<file path="config.mk">
export PLATFORM = sky130hd
export DESIGN_NAME = fdic_core
export DESIGN_NICKNAME = d
export VERILOG_FILES = /design/src/fdic_pkg.sv /design/src/fdic_core.sv /design/src/fdic_erase_delay.sv
export SDC_FILE = /design/constraint.sdc
export NUM_CORES = 1
export LEC_CHECK = 0
export ABC_CLOCK_PERIOD_IN_PS = 6700
export BUFFER_PORTS_ARGS = -buffer_cell sky130_fd_sc_hd__buf_2
export CAP_MARGIN = 5
export CORE_ASPECT_RATIO = 0.5
export CORE_MARGIN = 2
export CORE_UTILIZATION = 30
export CTS_BUF_LIST = sky130_fd_sc_hd__clkbuf_16
export DETAILED_ROUTE_END_ITERATION = 6
export GPL_TIMING_DRIVEN = 0
export MAX_ROUTING_LAYER = met4
export SLEW_MARGIN = 30
export SYNTH_ARGS = -nofsm -noshare
export SYNTH_HDL_FRONTEND = slang
export SYNTH_SLANG_ARGS = --single-unit
</file>
<file path="constraint.sdc">
create_clock -name core_clk_i -period 6.7 [get_ports core_clk_i]
set_input_delay 0.67 -clock core_clk_i [delete_from_list [all_inputs] [get_ports core_clk_i]]
set_output_delay 0.67 -clock core_clk_i [all_outputs]
set_load 0.01 [all_outputs]
</file>
<file path="src/fdic_pkg.sv">
// Purpose: Shared constants and carriers for the drive interface control block
// Assumes: 200 MHz core clock, host lines already synchronous
// Notes: Register offsets are byte addresses on a 32-bit APB bus
package fdic_pkg;

  localparam int FDIC_CLK_PS = 5000;
  // Erase head delays, software may reprogram them
  localparam int FDIC_T1_NS = 1000;
  localparam int FDIC_T2_NS = 2000;
  localparam int FDIC_T1_CYC = (FDIC_T1_NS * 1000 + FDIC_CLK_PS - 1) / FDIC_CLK_PS;
  localparam int FDIC_T2_CYC = (FDIC_T2_NS * 1000 + FDIC_CLK_PS - 1) / FDIC_CLK_PS;

  localparam int FDIC_DLY_W = 16;
  localparam int FDIC_TRK_W = 8;
  localparam logic [FDIC_DLY_W-1:0] FDIC_ERASE_ON_RST = FDIC_T1_CYC[FDIC_DLY_W-1:0];
  localparam logic [FDIC_DLY_W-1:0] FDIC_ERASE_OFF_RST = FDIC_T2_CYC[FDIC_DLY_W-1:0];
  localparam logic [FDIC_TRK_W-1:0] FDIC_TRACK_MAX = 8'hFF;

  localparam logic [7:0] FDIC_ERASE_ON_OFS = 8'h00;
  localparam logic [7:0] FDIC_ERASE_OFF_OFS = 8'h04;
  localparam logic [7:0] FDIC_STATUS_OFS = 8'h08;
  localparam logic [7:0] FDIC_TRACK_OFS = 8'h0C;

  // Status and track register bit positions
  localparam int FDIC_ST_SEL = 0;
  localparam int FDIC_ST_SIDE1 = 1;
  localparam int FDIC_ST_WREN = 2;
  localparam int FDIC_ST_ERASE = 3;
  localparam int FDIC_ST_READY_N = 4;
  localparam int FDIC_ST_SPIN = 5;
  localparam int FDIC_ST_HLOAD = 6;
  localparam int FDIC_ST_TRK0_N = 7;
  localparam int FDIC_ST_ID = 8;
  localparam int FDIC_TRK_PHASE = 8;

  typedef enum logic [1:0] {
    FDIC_PH_A = 2'b00,
    FDIC_PH_B = 2'b01,
    FDIC_PH_C = 2'b10,
    FDIC_PH_D = 2'b11
  } fdic_phase_t;

  typedef struct packed {
    logic [3:0] drive_sel_n;
    logic side_sel_n;
    logic dir_n;
    logic step_n;
    logic write_gate_n;
    logic write_data_n;
    logic motor_on_n;
    logic head_load_n;
  } fdic_host_in_t;

  typedef struct packed {
    logic media_present;
    logic index_n;
    logic track_zero_n;
    logic notch_covered;
  } fdic_sense_t;

  typedef struct packed {
    logic ready_n;
    logic track0_n;
    logic write_protect_n;
    logic index_n;
  } fdic_host_out_t;

  typedef struct packed {
    logic [3:0] phase;
    logic side1_head;
    logic write_enable;
    logic write_current;
    logic erase;
    logic spindle;
    logic head_load;
    logic activity_led;
  } fdic_mech_out_t;

endpackage

</file>
<file path="src/fdic_core.sv">
// Purpose: Drive-side control of select, side, stepping, write, erase, motor
// Assumes: Host lines synchronous to core_clk_i, all active low
// Notes: Unit number jumper is sampled once, on the first edge after reset
//
// The implementer's own choices: the APB interface to the registers and the address map.
`timescale 1ns/1ps

// Functional notes
// Act on inputs and open output gates only while own select is low; side select still sets the head select, motor-on the spindle, when unselected.
// Jumper ties the drive to one of four select lines.
// Activity indicator lights while the drive is selected.
// Side select low picks side 1 head, high picks side 0.
// Host waits a settling time after changing side before transfers.
// Host holds side select from write end until erase ends.
// Step pulse with direction low moves one track inward.
// Step pulse with direction high moves one track outward.
// Host waits seek plus settle after the final step.
// Write gate low arms writing; high means read mode.
// Write and erase only with gate low, selected, not protected.
// Each falling edge of write data reverses head current.
// Write data drives a toggle latch feeding the write amplifier.
// Erase turns on a programmed delay after write gate falls.
// Erase turns off a programmed delay after write gate rises.
// Erase delays come from programmable logic, not fixed timing.
// Spindle runs while motor-on is low, regardless of select.
// Host allows spin-up time before relying on rotation.
// Head load engages only with request low, rotating, ready low.
// Head never loads without media present.
// Host waits magnet settle time after head load.
// Ready goes low on index while rotating, high otherwise.
// Track zero indication low only over the outermost track.
// Each step rotates four phase outputs, order reversed outward.
module fdic_core
  import fdic_pkg::*;
(
  input wire logic core_clk_i,
  input wire logic rst_i,
  input wire logic psel_i,
  input wire logic penable_i,
  input wire logic pwrite_i,
  input wire logic [7:0] paddr_i,
  input wire logic [31:0] pwdata_i,
  output logic [31:0] prdata_o,
  output logic pready_o,
  output logic pslverr_o,
  input wire logic [1:0] unit_jumper_i,
  input wire fdic_host_in_t host_i,
  input wire fdic_sense_t sense_i,
  output fdic_host_out_t host_o,
  output fdic_mech_out_t mech_o
);

  typedef struct packed {
    logic strap_done;
    logic [1:0] drive_id;
    logic step_n_d;
    logic wd_n_d;
    logic index_n_d;
    logic [FDIC_TRK_W-1:0] track;
    fdic_phase_t phase_idx;
    logic wr_latch;
    logic ready_n;
    logic spindle;
    logic [FDIC_DLY_W-1:0] erase_on_dly;
    logic [FDIC_DLY_W-1:0] erase_off_dly;
    logic [31:0] prdata;
    logic slverr;
  } fdic_core_st_t;

  fdic_core_st_t st;
  fdic_core_st_t next_st;
  logic selected;
  logic rotating;
  logic step_acc;
  logic wd_fall;
  logic index_fall;
  logic write_ok;
  logic head_load;
  logic erase;
  logic [31:0] status_word;
  logic [31:0] track_word;

  ////////////////////////////////////////////////////////////////////////////////
  // Qualifiers

  // Not selected until the jumper has been sampled
  assign selected = st.strap_done & ~host_i.drive_sel_n[st.drive_id]; // see R1
  assign rotating = st.spindle & sense_i.media_present;
  assign step_acc = selected & st.step_n_d & ~host_i.step_n;
  assign wd_fall = st.wd_n_d & ~host_i.write_data_n;
  assign index_fall = st.index_n_d & ~sense_i.index_n;
  assign write_ok = selected & ~host_i.write_gate_n & ~sense_i.notch_covered; // see R10
  // Media presence is part of rotating, so an empty drive never loads
  // Select gates the request too: ready is only driven to the host when selected
  assign head_load = selected & ~host_i.head_load_n & rotating & ~st.ready_n; // see R19

  fdic_erase_delay u_erase (
    .core_clk_i(core_clk_i),
    .rst_i(rst_i),
    .write_on_i(write_ok),
    .on_dly_i(st.erase_on_dly),
    .off_dly_i(st.erase_off_dly),
    .erase_o(erase)
  ); // see R14 see R15

  assign status_word = {22'h000000, st.drive_id, ~sense_i.track_zero_n ? 1'b0 : 1'b1,
                        head_load, st.spindle, st.ready_n, erase, write_ok,
                        ~host_i.side_sel_n, selected};
  assign track_word = {22'h000000, st.phase_idx, st.track};

  ////////////////////////////////////////////////////////////////////////////////
  // Next state

  always_comb begin
    next_st = st;
    next_st.step_n_d = host_i.step_n;
    next_st.wd_n_d = host_i.write_data_n;
    next_st.index_n_d = sense_i.index_n;
    next_st.spindle = ~host_i.motor_on_n;
    if (!st.strap_done) begin
      next_st.strap_done = 1'b1;
      next_st.drive_id = unit_jumper_i;
    end
    if (step_acc) begin
      if (!host_i.dir_n) begin
        next_st.phase_idx = fdic_phase_t'(st.phase_idx + 2'b01);
        if (st.track != FDIC_TRACK_MAX) begin
          next_st.track = st.track + 8'h01;
        end
      end else begin
        next_st.phase_idx = fdic_phase_t'(st.phase_idx - 2'b01);
        if (st.track != 8'h00) begin
          next_st.track = st.track - 8'h01;
        end
      end
    end else if (!sense_i.track_zero_n) begin
      // Sensor resyncs the count whenever the carrier rests on track 0 and no step is accepted that cycle
      next_st.track = 8'h00;
    end
    if (write_ok && wd_fall) begin
      next_st.wr_latch = ~st.wr_latch; // see R12
    end
    if (!rotating) begin
      next_st.ready_n = 1'b1;
    end else if (index_fall) begin
      next_st.ready_n = 1'b0;
    end
    // Read data captured in setup so it is a flop output in access
    if (psel_i && !penable_i) begin
      next_st.slverr = 1'b0;
      case (paddr_i)
        FDIC_ERASE_ON_OFS: next_st.prdata = {16'h0000, st.erase_on_dly};
        FDIC_ERASE_OFF_OFS: next_st.prdata = {16'h0000, st.erase_off_dly};
        FDIC_STATUS_OFS: next_st.prdata = status_word;
        FDIC_TRACK_OFS: next_st.prdata = track_word;
        default: begin
          next_st.prdata = 32'h00000000;
          next_st.slverr = 1'b1;
        end
      endcase
    end
    if (psel_i && penable_i && pwrite_i) begin
      case (paddr_i)
        FDIC_ERASE_ON_OFS: next_st.erase_on_dly = pwdata_i[FDIC_DLY_W-1:0];
        FDIC_ERASE_OFF_OFS: next_st.erase_off_dly = pwdata_i[FDIC_DLY_W-1:0];
        default: next_st.erase_on_dly = st.erase_on_dly;
      endcase
    end
  end

  always_ff @(posedge core_clk_i or posedge rst_i) begin
    if (rst_i) begin
      st <= '{strap_done: 1'b0, drive_id: 2'b00, step_n_d: 1'b1, wd_n_d: 1'b1,
              index_n_d: 1'b1, track: 8'h00, phase_idx: FDIC_PH_A, wr_latch: 1'b0,
              ready_n: 1'b1, spindle: 1'b0, erase_on_dly: FDIC_ERASE_ON_RST,
              erase_off_dly: FDIC_ERASE_OFF_RST, prdata: 32'h00000000, slverr: 1'b0};
    end else begin
      st <= next_st;
    end
  end

  ////////////////////////////////////////////////////////////////////////////////
  // Outputs

  // Zero wait states; status is only ever a snapshot
  assign pready_o = 1'b1;
  assign prdata_o = st.prdata;
  assign pslverr_o = psel_i & penable_i & st.slverr;

  // Unselected drive releases every output line high
  assign host_o.ready_n = ~selected | st.ready_n;
  assign host_o.track0_n = ~selected | sense_i.track_zero_n; // see R1
  assign host_o.write_protect_n = ~selected | ~sense_i.notch_covered;
  assign host_o.index_n = ~selected | sense_i.index_n;

  assign mech_o.phase = 4'h1 << st.phase_idx;
  // Head select held even when unselected so an erase tail keeps its side
  assign mech_o.side1_head = ~host_i.side_sel_n; // see R4
  assign mech_o.write_enable = write_ok;
  assign mech_o.write_current = st.wr_latch;
  assign mech_o.erase = erase;
  assign mech_o.spindle = st.spindle;
  assign mech_o.head_load = head_load;
  assign mech_o.activity_led = selected;
endmodule

</file>
<file path="src/fdic_erase_delay.sv">
// Purpose: Programmable turn-on and turn-off delay of the erase drive
// Assumes: Delay values are stable while a count is running
// Notes: A delay of zero behaves as one cycle
`timescale 1ns/1ps
module fdic_erase_delay
  import fdic_pkg::*;
(
  input wire logic core_clk_i,
  input wire logic rst_i,
  input wire logic write_on_i,
  input wire logic [FDIC_DLY_W-1:0] on_dly_i,
  input wire logic [FDIC_DLY_W-1:0] off_dly_i,
  output logic erase_o
);

  typedef struct packed {
    logic erase;
    logic [FDIC_DLY_W-1:0] cnt;
  } fdic_erase_st_t;

  fdic_erase_st_t st;
  fdic_erase_st_t next_st;
  logic [FDIC_DLY_W-1:0] target;

  always_comb begin
    next_st = st;
    target = st.erase ? off_dly_i : on_dly_i;
    if (write_on_i != st.erase) begin
      // Count from the gate edge; a short gate pulse restarts the count
      if (st.cnt + 16'h0001 >= target) begin
        next_st.erase = write_on_i;
        next_st.cnt = '0;
      end else begin
        next_st.cnt = st.cnt + 16'h0001;
      end
    end else begin
      next_st.cnt = '0;
    end
  end

  always_ff @(posedge core_clk_i or posedge rst_i) begin
    if (rst_i) begin
      st <= '0;
    end else begin
      st <= next_st;
    end
  end

  assign erase_o = st.erase;

endmodule

</file>
# Yosys cells after proc, flatten, opt, wreduce, memory -nomap -nowiden
# Cells that the tools add are included.
dict set report totals {
  out_inout_bits 49
  input_bits 62
  elab_cells 89
  regBits 101
}
dict set report classes {
  reduce_logical 12
  eq_ne 9
  muxes 15
  order_cmp 2
  shifts 1
  n_bitwise 29
  addsub 5
}
# op n
set op_table {}
lappend op_table {{$pmux W16 S4} 1}
lappend op_table {{$mux W16} 3}
lappend op_table {{$mux W8} 4}
lappend op_table {{$add A16 B1 Y16 const B} 1}
lappend op_table {{$eq A8 B4 Y1 const B} 2}
lappend op_table {{$ge A16 B16 Y1} 1}
lappend op_table {{$and A1 B1 Y1} 13}
lappend op_table {{$not A1 Y1} 12}
lappend op_table {{$mux W10} 1}
lappend op_table {{$add A8 B1 Y8 const B} 1}
lappend op_table {{$eq A8 B3 Y1 const B} 1}
lappend op_table {{$logic_not A8 Y1} 1}
lappend op_table {{$ne A8 B8 Y1 const B} 1}
lappend op_table {{$reduce_bool A8 Y1} 1}
lappend op_table {{$sub A8 B1 Y8 const B} 1}
lappend op_table {{$ne A3 B2 Y1 const B} 2}
lappend op_table {{$reduce_and A2 Y1} 3}
lappend op_table {{$mux W1} 5}
lappend op_table {{$logic_and A1 B1 Y1} 4}
lappend op_table {{$ne A2 B1 Y1 const B} 2}
lappend op_table {{$or A1 B1 Y1} 4}
lappend op_table {{$reduce_or A4 Y1} 1}
lappend op_table {{$shl A1 B2 Y4 const A} 1}
lappend op_table {{$lt A2 B3 Y1 const B} 1}
lappend op_table {{6 further kinds} 6}

# Longest topological paths before layout
# Gate-level depths: netlist (run 1).
dict set report logic_depth {
  ltp_word 8
  ltp_mapped 13
  depth_no_buf 12
}

# Modules after synthesis
# Synthesis (run 1) repeated with hierarchy kept, for this count alone.
dict set report unflattened {
  cells_unflattened 426
  hier_area_um2 4939.7
}
# module n_inst area_per_inst_um2 cells_per_inst seq_area_each_um2
set modules_own_cells {}
lappend modules_own_cells {fdic_core 1 3565.9 292 1714.1}
lappend modules_own_cells {fdic_erase_delay 1 1373.8 134 425.4}

# Worst setup path after synthesis (run 1)
# Ideal clock, no wire load.
dict set report synth_timing {
  kind {flip-flop to flip-flop}
  startpoint {register u_erase.st, in the netlist u_erase.erase_o}
  endpoint {register u_erase.st, in the netlist u_erase.erase_o}
  setup_ps 125
  path_buffers 2
  required_ps 6575
  period_less_slack_ps 2968
  t_arrival_ps 2844
  path_stages_with_launch 11
  path_slack_ps 3732
  path_cell_list {dfrtp_1 clkbuf_1 clkbuf_1 mux2i_1 ha_1 nand2_1 o21ai_0 a21oi_1 o31a_1 o311ai_0 mux2_2}
}
dict set report synth_via {
  elab_chain_len 3
  elab_cells_between_ends 4
  classes_between {order compare: 1; eq/ne: 1; mux: 1; reduce/logical: 1}
}
# element line_no
set synth_lines {}
lappend synth_lines {{start: declaration} fdic_erase_delay.sv:21} ;# fdic_erase_st_t st;
lappend synth_lines {{start signal: assignment} fdic_erase_delay.sv:45} ;# st <= next_st;
lappend synth_lines {{$mux W16} fdic_erase_delay.sv:27} ;# target = st.erase ? off_dly_i : on_dly_i;
lappend synth_lines {{$ge A16 B16 Y1} fdic_erase_delay.sv:30} ;# if (st.cnt + 16'h0001 >= target) begin
lappend synth_lines {{$reduce_and A2 Y1 (no line) *} -}
# Mark *: on every way between the ends. The rest lies on a longest branch, timed or not.
# A chain may end at the register's enable or synchronous reset.

==> results of run 1 <==
-- state kept, by name, indices dropped and copies added, names as in the netlist --
signal           flops
mech_o               2
prdata_o            16
st                  50
u_erase.erase_o      1
u_erase.st          16
-- Yosys cell counts, drive strengths merged, types with 2 or more instances --
master | number | area share (%)
dfrtp | 75 | 38
buf | 43 | 6.3
mux2 | 40 | 9.2
nand2 | 32 | 2.4
mux2i | 28 | 5.7
ha | 23 | 5.8
nor2b | 21 | 2.7
o21ai | 21 | 2.1
nor2 | 19 | 1.7
xnor2 | 14 | 2.5
a21oi | 12 | 1.2
clkbuf | 11 | 0.84
a221oi | 10 | 1.8
and3 | 10 | 1.3
dfstp | 10 | 5.3
nand3 | 10 | 1.2
xor2 | 10 | 1.8
inv | 8 | 0.61
a22o | 6 | 1.1
nand2b | 6 | 0.92
nand4 | 5 | 0.64
nor3 | 4 | 0.64
a21o | 3 | 0.46
nand3b | 3 | 0.46
nor4 | 3 | 0.51
o21a | 3 | 0.46
and2 | 2 | 0.25
conb | 2 | 0.15
o31ai | 2 | 0.41
or4 | 2 | 0.38
-- layer usage --
| metal | up-vias | routed length (um) | track usage [%] |
|---|---|---|---|
| met5 | - | 0 | - |
| met4 | 0 | 136 | 4.365 |
| met3 | 9 | 571 | 3.239 |
| met2 | 67 | 5230 | 22.03 |
| met1 | 1675 | 5050 | 17.22 |
| li1 | 1747 | - | - |
-- cells by family (layout without fill, tap and decap cells) --
kind of cell    Yosys count  in the layout  share of synthesized area [%]
compound gates           62             62                          8.467
xor+xnor                 24             24                          4.272
fa+ha+maj                24             24                          6.255
buf+inv                  62            155                          7.780
flops                    85             85                          43.48
mux                      69             69                          15.31
other cells               2             19                         0.1526
simple gates            123            123                          14.29
-- where the power goes --
| group | total, W | leakage, nW | switching [W] | internal, W |
|---|---|---|---|---|
| Combinational | 0.000181 | 1.67 | 0.0000963 | 0.0000848 |
| Sequential | 0.000554 | 1.13 | 0.0000204 | 0.000533 |
| Clock | 0.000580 | 0.162 | 0.000214 | 0.000366 |
-- per-stage QoR --
| step | cell area (um^2) | std cells | util (%) | worst slack (ns) | total power [W] |
|---|---|---|---|---|---|
| finish | 6028 | 788 | 37.15 | 2.928 | 0.001315 |
| global route | 6028 | 788 | 37.15 | 2.570 | 0.001375 |
| CTS | 6026 | 787 | 37.13 | 2.866 | 0.001335 |
| detailed placement | 5678 | 771 | 34.99 | 2.891 | 0.0007468 |
| global placement | 5645 | 770 | 34.79 | 2.721 | 0.0007407 |
| floorplan | 4981 | 467 | - | 3.732 | 0.0006794 |
-- area by class of cell --
type,count,area share [%]
multi-input cells,320,40.78
flip-flops and latches,85,35.49
repair buffers,77,6.766
plain buffers,54,5.853
well taps,227,4.711
clock buffers,9,3.736
clock inverters,7,2.034
inverters,8,0.5812
diodes,1,0.04151
-- worst reg2reg max path, cell delays in order (launching register included) --
cell	delay [ns]
dfrtp_1	0.35
clkbuf_1	0.52
clkbuf_1	0.64
mux2i_1	0.23
ha_1	0.32
nand2_1	0.04
o21ai_0	0.17
a21oi_1	0.09
o31a_1	0.35
o31ai_2	0.53
buf_2	0.34
nor2b_1	0.08
-- worst min-delay path by stage --
stage	slack, ns	to	cells after the start
floorplan	0.43	st[66]	1
detailed placement	0.47	mech_o[4]	1
finish	0.24	prdata_o[12]	2
CTS	0.24	prdata_o[12]	2
global placement	0.46	mech_o[4]	1
global route	0.24	prdata_o[12]	2
==> results.txt, run 1 <==
Initial DRC count: 202
Synth Cell Area: 4921 um^2
Clk_lat worst skew: 0.35 ns
Most frequent cells in the layout: 79 x buf_2, 75 x dfrtp_1, 40 x mux2_2
Die extent in y: 94.57 um
R2R setup slack: 2.93 ns
Routed WL: 10,990 um
Post-Synthesis Cells: 451
Post-CTS resize count: 0
Fin crit share: 56.30%
Post-synth EDFFs: 0
Leakage power: 2.960 nW
Worst path required time: 6.93 ns
Layout cell share with drive strength beyond 1: 35.71%
Critical path arrival: 4.00 ns
Slowest cell on the critical path: clkbuf_1
Most common cell after layout, fill and taps aside: buf_2
Worst r2r dst: u_erase.st[9]
DP HPWL: 8537 um
RSZ-0062 raised after global routing: false
Area growth syn-to-layout: 22.50%
Setup Crit Path Kind: reg -> reg
FILL cells: 1,618
Top cell by count, worst path: clkbuf_1
CP bufs+invs: 3
Initial antenna violation count: 1
Post-synth top flop: dfrtp_1
Setup crit end kind: flop
RR Startpoint: u_erase.erase_o
GR Overflow Total: 0
YS warnings: 0
Peak VDD IR: 0.1298 mV
Sum Neg Setup Slack: 0 ns
Number of setup buffers added after CTS: 0
CTS H-tree lvls: 3
Worst Hold Class: in -> async
CTS tree: built
CP Launch Type: flop
PortBufs: 76
Sequential element share of the synthesized area: 43.48%
Max Clk Rate: 265.1 MHz
Largest stage delay, worst path: 0.63 ns
Number of max-cap violations: 0
Critical path's top delay family: buffers and inverters
Die Wd: 185.1 um
Clock sinks: 85
Layout Skew: 0.005928 ns
DRT Pass-1 Iters: 4
WL/cell: 13.94 um
Fin Hold WS: 0.2382 ns
DRC: 0
Via density: 4.439
Top Ports: 111
Number of global-route vias before repair: 3,406
Detail Route Antenna Nets: 0
Area of the multi-input gates: 2459 um^2
Critical Path End: u_erase.st[9]
Post-Syn Area per Cell: 10.91 um^2
CTS Root Cell: clkbuf_16
Slew Viols, Final: 0
Reg area: 2140 um^2
Core area: 16,230 um^2
Distinct cell type count after synthesis: 53
Starting Density: 30.33%
Clock Pin Slew Worst Setup and Hold Paths: 0.07 ns
Final Critical Period: 3.772 ns
Rel. slew slack: 50.41%
Post-synth ARST share: 100.0%
FF-to-FF path depth: 11
Final Hold Vio Count: 0
Hold_buf cts: 0
DIE AREA: 17,510 um^2
Critical path, cell by cell: clkbuf_1 -> clkbuf_1 -> mux2i_1 -> ha_1 -> nand2_1 -> o21ai_0 -> a21oi_1 -> o31a_1 -> o31ai_2 -> buf_2 -> nor2b_1
Clock buffer depth: 2
PD cells: 218.1 nW/um^2
Largest net degree at the start of global routing: 70
Routed vias: 3,498
Critical path depth: 11
Yosys reg bits: 85
Crit Path Max Fanout: 10
Final GP Congestion: 0.7726
Site row count: 33
Worst slew pin tran: 0.7439 ns
Outcome: completed
GRT Overall Usage: 13.71%
Worst Setup SP: u_erase.erase_o
Final #Nets: 641
Final setup violation count: 0
TritonCTS buffer count: 9
First-pass GRT wire length: 17,670 um
No activity file was read; power rests on OpenSTA's default activity.
==> run 2, diff against run 1 <==
Settings changed: ABC_CLOCK_PERIOD_IN_PS 6700 to 3600.
Clock period 6.7 ns to 3.6 ns, I/O delays scaled along.
==> run 2 against run 1 <==
Register-to-register slack worse by 2.5 ns. Count of clock-buffer cells in the layout unchanged. Global-route usage hardly changed. Largest cell class unchanged. Highest routed layer unchanged.
==> results.txt, run 2 (same netlist as run 1, synthesis figures left out) <==
Largest net degree at the start of global routing: 70
GR Overflow Total: 0
Setup Crit Path Kind: reg -> reg
Flop pwr share: 42.2%
Switching Power: 0.0006183 W
PD cells: 405.4 nW/um^2
CP Launch Type: flop
DIE AREA: 17,510 um^2
Layout Skew: 0.006701 ns
Area post-placement: 5678 um^2
Slew Viols, Final: 0
Final Power: 0.002451 W
Routed WL: 11,000 um
Max Clk Rate: 316.8 MHz
Critical path arrival: 3.39 ns
Number of global-route vias before repair: 3,416
Area of the multi-input gates: 2467 um^2
Combinational Power Share: 13.7%
Final Critical Period: 3.157 ns
CTS H-tree lvls: 3
Critical path, cell by cell: clkbuf_2 -> mux2i_1 -> ha_1 -> nand2_1 -> o21ai_0 -> a21oi_1 -> o31a_1 -> o311ai_0 -> mux2_2
Design Area, Final: 6045 um^2
Most common cell after layout, fill and taps aside: buf_2
Initial antenna violation count: 1
Placed Cells: 771
Initial DRC count: 206
Clock sinks: 85
Peak VDD IR: 0.2404 mV
Leakage power: 2.968 nW
Fin crit share: 87.68%
FILL cells: 1,616
Most frequent cells in the layout: 79 x buf_2, 75 x dfrtp_1, 40 x mux2_2
GRT Overall Usage: 13.74%
Via density: 4.459
Core area: 16,230 um^2
Slowest cell on the critical path: dfrtp_1
Final setup violation count: 0
Worst Hold Class: in -> reg
Clock buffer depth: 2
Top reg by flops: st
Layout cell share with drive strength beyond 1: 35.89%
Die extent in y: 94.57 um
Final Hold Vio Count: 0
Final #Nets: 641
Site row count: 33
Number of setup buffers added after CTS: 0
Routed vias: 3,514
Number of max-cap violations: 0
Sw Ratio: 25.23%
Die Wd: 185.1 um
RSZ-0062 raised after global routing: false
Starting Density: 30.33%
DP HPWL: 8537 um
DRC: 0
Clock power share: 44.1%
DRT Pass-1 Iters: 4
Fin Hold WS: 0.1237 ns
Area growth syn-to-layout: 22.83%
Outcome: completed
Critical path's top delay family: compound AO/OA/AOI/OAI gates
Crit Path Max Fanout: 11
TritonCTS buffer count: 9
CTS Root Cell: clkbuf_16
Reg area: 2140 um^2
PortBufs: 76
Largest stage delay, worst path: 0.68 ns
Rel. slew slack: 55.37%
Worst path required time: 3.83 ns
Worst slew pin tran: 0.6694 ns
Clk_lat worst skew: 0.35 ns
Final core utilization: 37.25%
First-pass GRT wire length: 17,710 um
Largest register FFs: 50
Setup crit end kind: flop
Non-Filler Instances: 788
WL/cell: 13.95 um
CP bufs+invs: 1
Internal: 0.001832 W
Detail Route Antenna Nets: 0
CTS tree: built
Top Ports: 111
Final GP Congestion: 0.7726
Clock Pin Slew Worst Setup and Hold Paths: 0.07 ns
[run 2: changes by cell type in the layout (fill, tap and decap cells not counted), sizes merged]
cell / previous run / this run
dlygate4sd3: 0 / 1
clkbuf: 20 / 19
[run 2: final cells by class]
| cell class | instances | area share, % |
|---|---|---|
| Multi-Input combinational cell | 320 | 40.82 |
| Sequential cell | 85 | 35.40 |
| Timing Repair Buffer | 78 | 6.914 |
| Buffer | 53 | 5.796 |
| Tap cell | 227 | 4.699 |
| Clock buffer | 9 | 3.726 |
| Clock inverter | 7 | 2.029 |
| Inverter | 8 | 0.5796 |
| Antenna cell | 1 | 0.04140 |
[run 2: per-layer routing]
| metal | part of all wire [%] | up-vias | global-route usage, % |
|---|---|---|---|
| met3 | 4.0 | 10 | 3.239 |
| met5 | 0 | - | - |
| li1 | - | 1750 | - |
| met1 | 47 | 1694 | 17.24 |
| met2 | 48 | 60 | 22.10 |
| met4 | 1.3 | 0 | 4.365 |
[run 2: final timing paths]
check	slack, ns	startpoint	depth (start not counted)	endpoint
max	0.44	u_erase.erase_o	9	u_erase.erase_o
min in group asynchronous	0.49	rst_i	3	prdata_o[12]
max reg2reg	0.44	u_erase.erase_o	9	u_erase.erase_o
min	0.12	host_i[2]	1	st[79]
min reg2reg	0.48	mech_o[4]	1	mech_o[4]
max in group asynchronous	2.46	rst_i	4	st[56]
[run 2: what timing repair did]
action	CTS	global route
hold endpoints to repair	16	0
hold buffers	1	0
endpoints found under the setup margin	11	10
pin swaps	0	0
resized for setup	1	1
[run 2: per-stage QoR]
stage	setup slack (ns)	setup TNS, ns
after global placement	-0.2493	-7.187
after floorplan	0.6316	0
after detailed placement	-0.2089	-2.009
after CTS	0.03793	0
after global routing	0.1826	0
final	0.4434	0
[run 2: power by group through the flow]
stage                     registers (W)  clock network, W  logic [W]
after floorplan                 0.00103                 0   0.000231
after global placement          0.00105                 0   0.000331
after detailed placement        0.00105                 0   0.000342
after CTS                       0.00103           0.00111   0.000344
after global routing            0.00104           0.00115   0.000375
final                           0.00103           0.00108   0.000337
==> run 3, diff against run 2 <==
Settings changed: CORE_MARGIN 2 to default, CORE_UTILIZATION 30 to 55, GPL_TIMING_DRIVEN 0 to 1, PLACE_DENSITY from default to 0.81.
==> run 3 against run 2 <==
Register-to-register slack improved by 0.30 ns. First-iteration DRC count increased by 3.9%. Cell count decreased by 21%. Non-clock buffer count decreased by 51. Clock skew decreased by 0.00099 ns. Critical path depth unchanged. Power decreased by 6.5%. Largest cell class unchanged. Clock power decreased by 11%. Via count decreased by 2.1%. Design area decreased by 9.1%.
==> results.txt, run 3 (same netlist as run 1, synthesis figures left out) <==
Worst Hold Class: in -> reg
Rel. slew slack: 48.33%
Crit Path Max Fanout: 16
Final Hold Vio Count: 0
Largest stage delay, worst path: 0.62 ns
CTS tree: built
CP Launch Type: flop
Die extent in y: 68.89 um
DRT Pass-1 Iters: 4
Hold_buf cts: 0
Clk_lat worst skew: 0.35 ns
Most common cell after layout, fill and taps aside: buf_2
ANT cells: 0
Core area: 8317 um^2
Routed vias: 3,441
DIE AREA: 9353 um^2
Peak VDD IR: 0.2422 mV
Sum Neg Setup Slack: 0 ns
Fin Hold WS: 0.1173 ns
Site row count: 23
Largest net degree at the start of global routing: 45
Clock buffer depth: 2
Final #Nets: 590
Layout Skew: 0.005711 ns
Post-CTS resize count: 0
CP bufs+invs: 1
Largest register FFs: 50
Top Ports: 111
Detail Route Antenna Nets: 0
Via density: 5.541
Final Critical Period: 2.856 ns
DRC: 0
Leakage power: 2.721 nW
Number of global-route vias before repair: 3,297
Outcome: completed
Layout cell share with drive strength beyond 1: 31.63%
Starting Density: 59.17%
Critical path, cell by cell: buf_4 -> mux2i_1 -> ha_1 -> nand2_1 -> o21ai_0 -> a21oi_1 -> o31a_1 -> o31ai_4 -> nor2b_1
Critical path arrival: 3.05 ns
Final GP Congestion: 0.8606
Final setup violation count: 0
Final Worst Setup Slack: 0.7435 ns
First-pass GRT wire length: 16,440 um
GR Overflow Total: 0
Clock sinks: 85
Final Power: 0.002290 W
Number of max-cap violations: 0
TritonCTS buffer count: 9
Routed WL: 10,360 um
Top reg by flops: st
Worst slew pin tran: 0.7742 ns
Placed Cells: 605
WL/cell: 16.68 um
GRT Overall Usage: 24.86%
Non-Filler Instances: 621
Clock Pin Slew Worst Setup and Hold Paths: 0.07 ns
Setup crit end kind: flop
Fin crit share: 79.35%
Max Clk Rate: 350.1 MHz
CTS H-tree lvls: 3
PortBufs: 77
Critical path's top delay family: compound AO/OA/AOI/OAI gates
Most frequent cells in the layout: 77 x buf_2, 75 x dfrtp_1, 40 x mux2_2
Pre-CTS setup slack: 0.7899 ns
DP HPWL: 7780 um
Setup Crit Path Kind: reg -> reg
Slowest cell on the critical path: dfrtp_1
Number of setup buffers added after CTS: 0
Initial DRC count: 214
Die Wd: 135.8 um
CTS Root Cell: clkbuf_16
Initial antenna violation count: 0
Area growth syn-to-layout: 11.62%
RSZ-0062 raised after global routing: false
Slew Viols, Final: 0
PD cells: 417.0 nW/um^2
Worst path required time: 3.80 ns
## run 3: cell types whose count changed in the layout (fill, tap and decap cells not counted), sizes merged
cell         previous run  this run
buf                   120        80
bufinv                  3         1
clkbuf                 19         9
clkinv                  1         3
clkinvlp                2         1
diode                   1         0
dlygate4sd3             1         0
inv                     9        10
## run 3: worst reg2reg max path, stage by stage, from the launching register on
cell     delay (ns)
dfrtp_1        0.62
buf_4          0.32
mux2i_1        0.11
ha_1           0.27
nand2_1        0.04
o21ai_0        0.15
a21oi_1        0.10
o31a_1         0.36
o31ai_4        0.60
nor2b_1        0.15
## run 3: worst paths after layout
kind | from | endpoint | slack, ns | depth (start not counted)
setup / recovery | u_erase.erase_o | u_erase.st[6] | 0.74 | 9
hold / removal | host_i[2] | st[79] | 0.12 | 1
setup reg to reg | u_erase.erase_o | u_erase.st[6] | 0.74 | 9
hold reg to reg | prdata_o[11] | prdata_o[11] | 0.47 | 2
max in group asynchronous | rst_i | st[78] | 2.65 | 3
min in group asynchronous | rst_i | st[47] | 0.13 | 2
## run 3: area by class of cell
class / instances / area, um^2
Fill cell: 649 / 2824
Multi-Input combinational cell: 320 / 2467
Sequential cell: 85 / 2140
Timing Repair Buffer: 80 / 407.9
Clock buffer: 9 / 225.2
Tap cell: 112 / 140.1
Clock inverter: 7 / 81.33
Inverter: 8 / 31.28
## run 3: stage by stage
step                      instance area (um^2)  utilization, %
after global routing                      5493           66.04
final                                     5493           66.04
after floorplan                           4981               -
after global placement                    5177           62.25
after detailed placement                  5186           62.36
after CTS                                 5493           66.04
## run 3: report_power, final
group	switching, W	total [W]	internal, W
Sequential	0.0000535	0.00105	0.000992
Combinational	0.000158	0.000289	0.000131
Clock	0.000409	0.000956	0.000547
## run 3: per-layer routing
metal	track usage (%)	vias up	part of all wire (%)
li1	-	1649	-
met4	7.163	0	1.5
met5	-	-	0
met3	7.018	16	5.1
met2	40.11	81	48
met1	30.98	1695	46
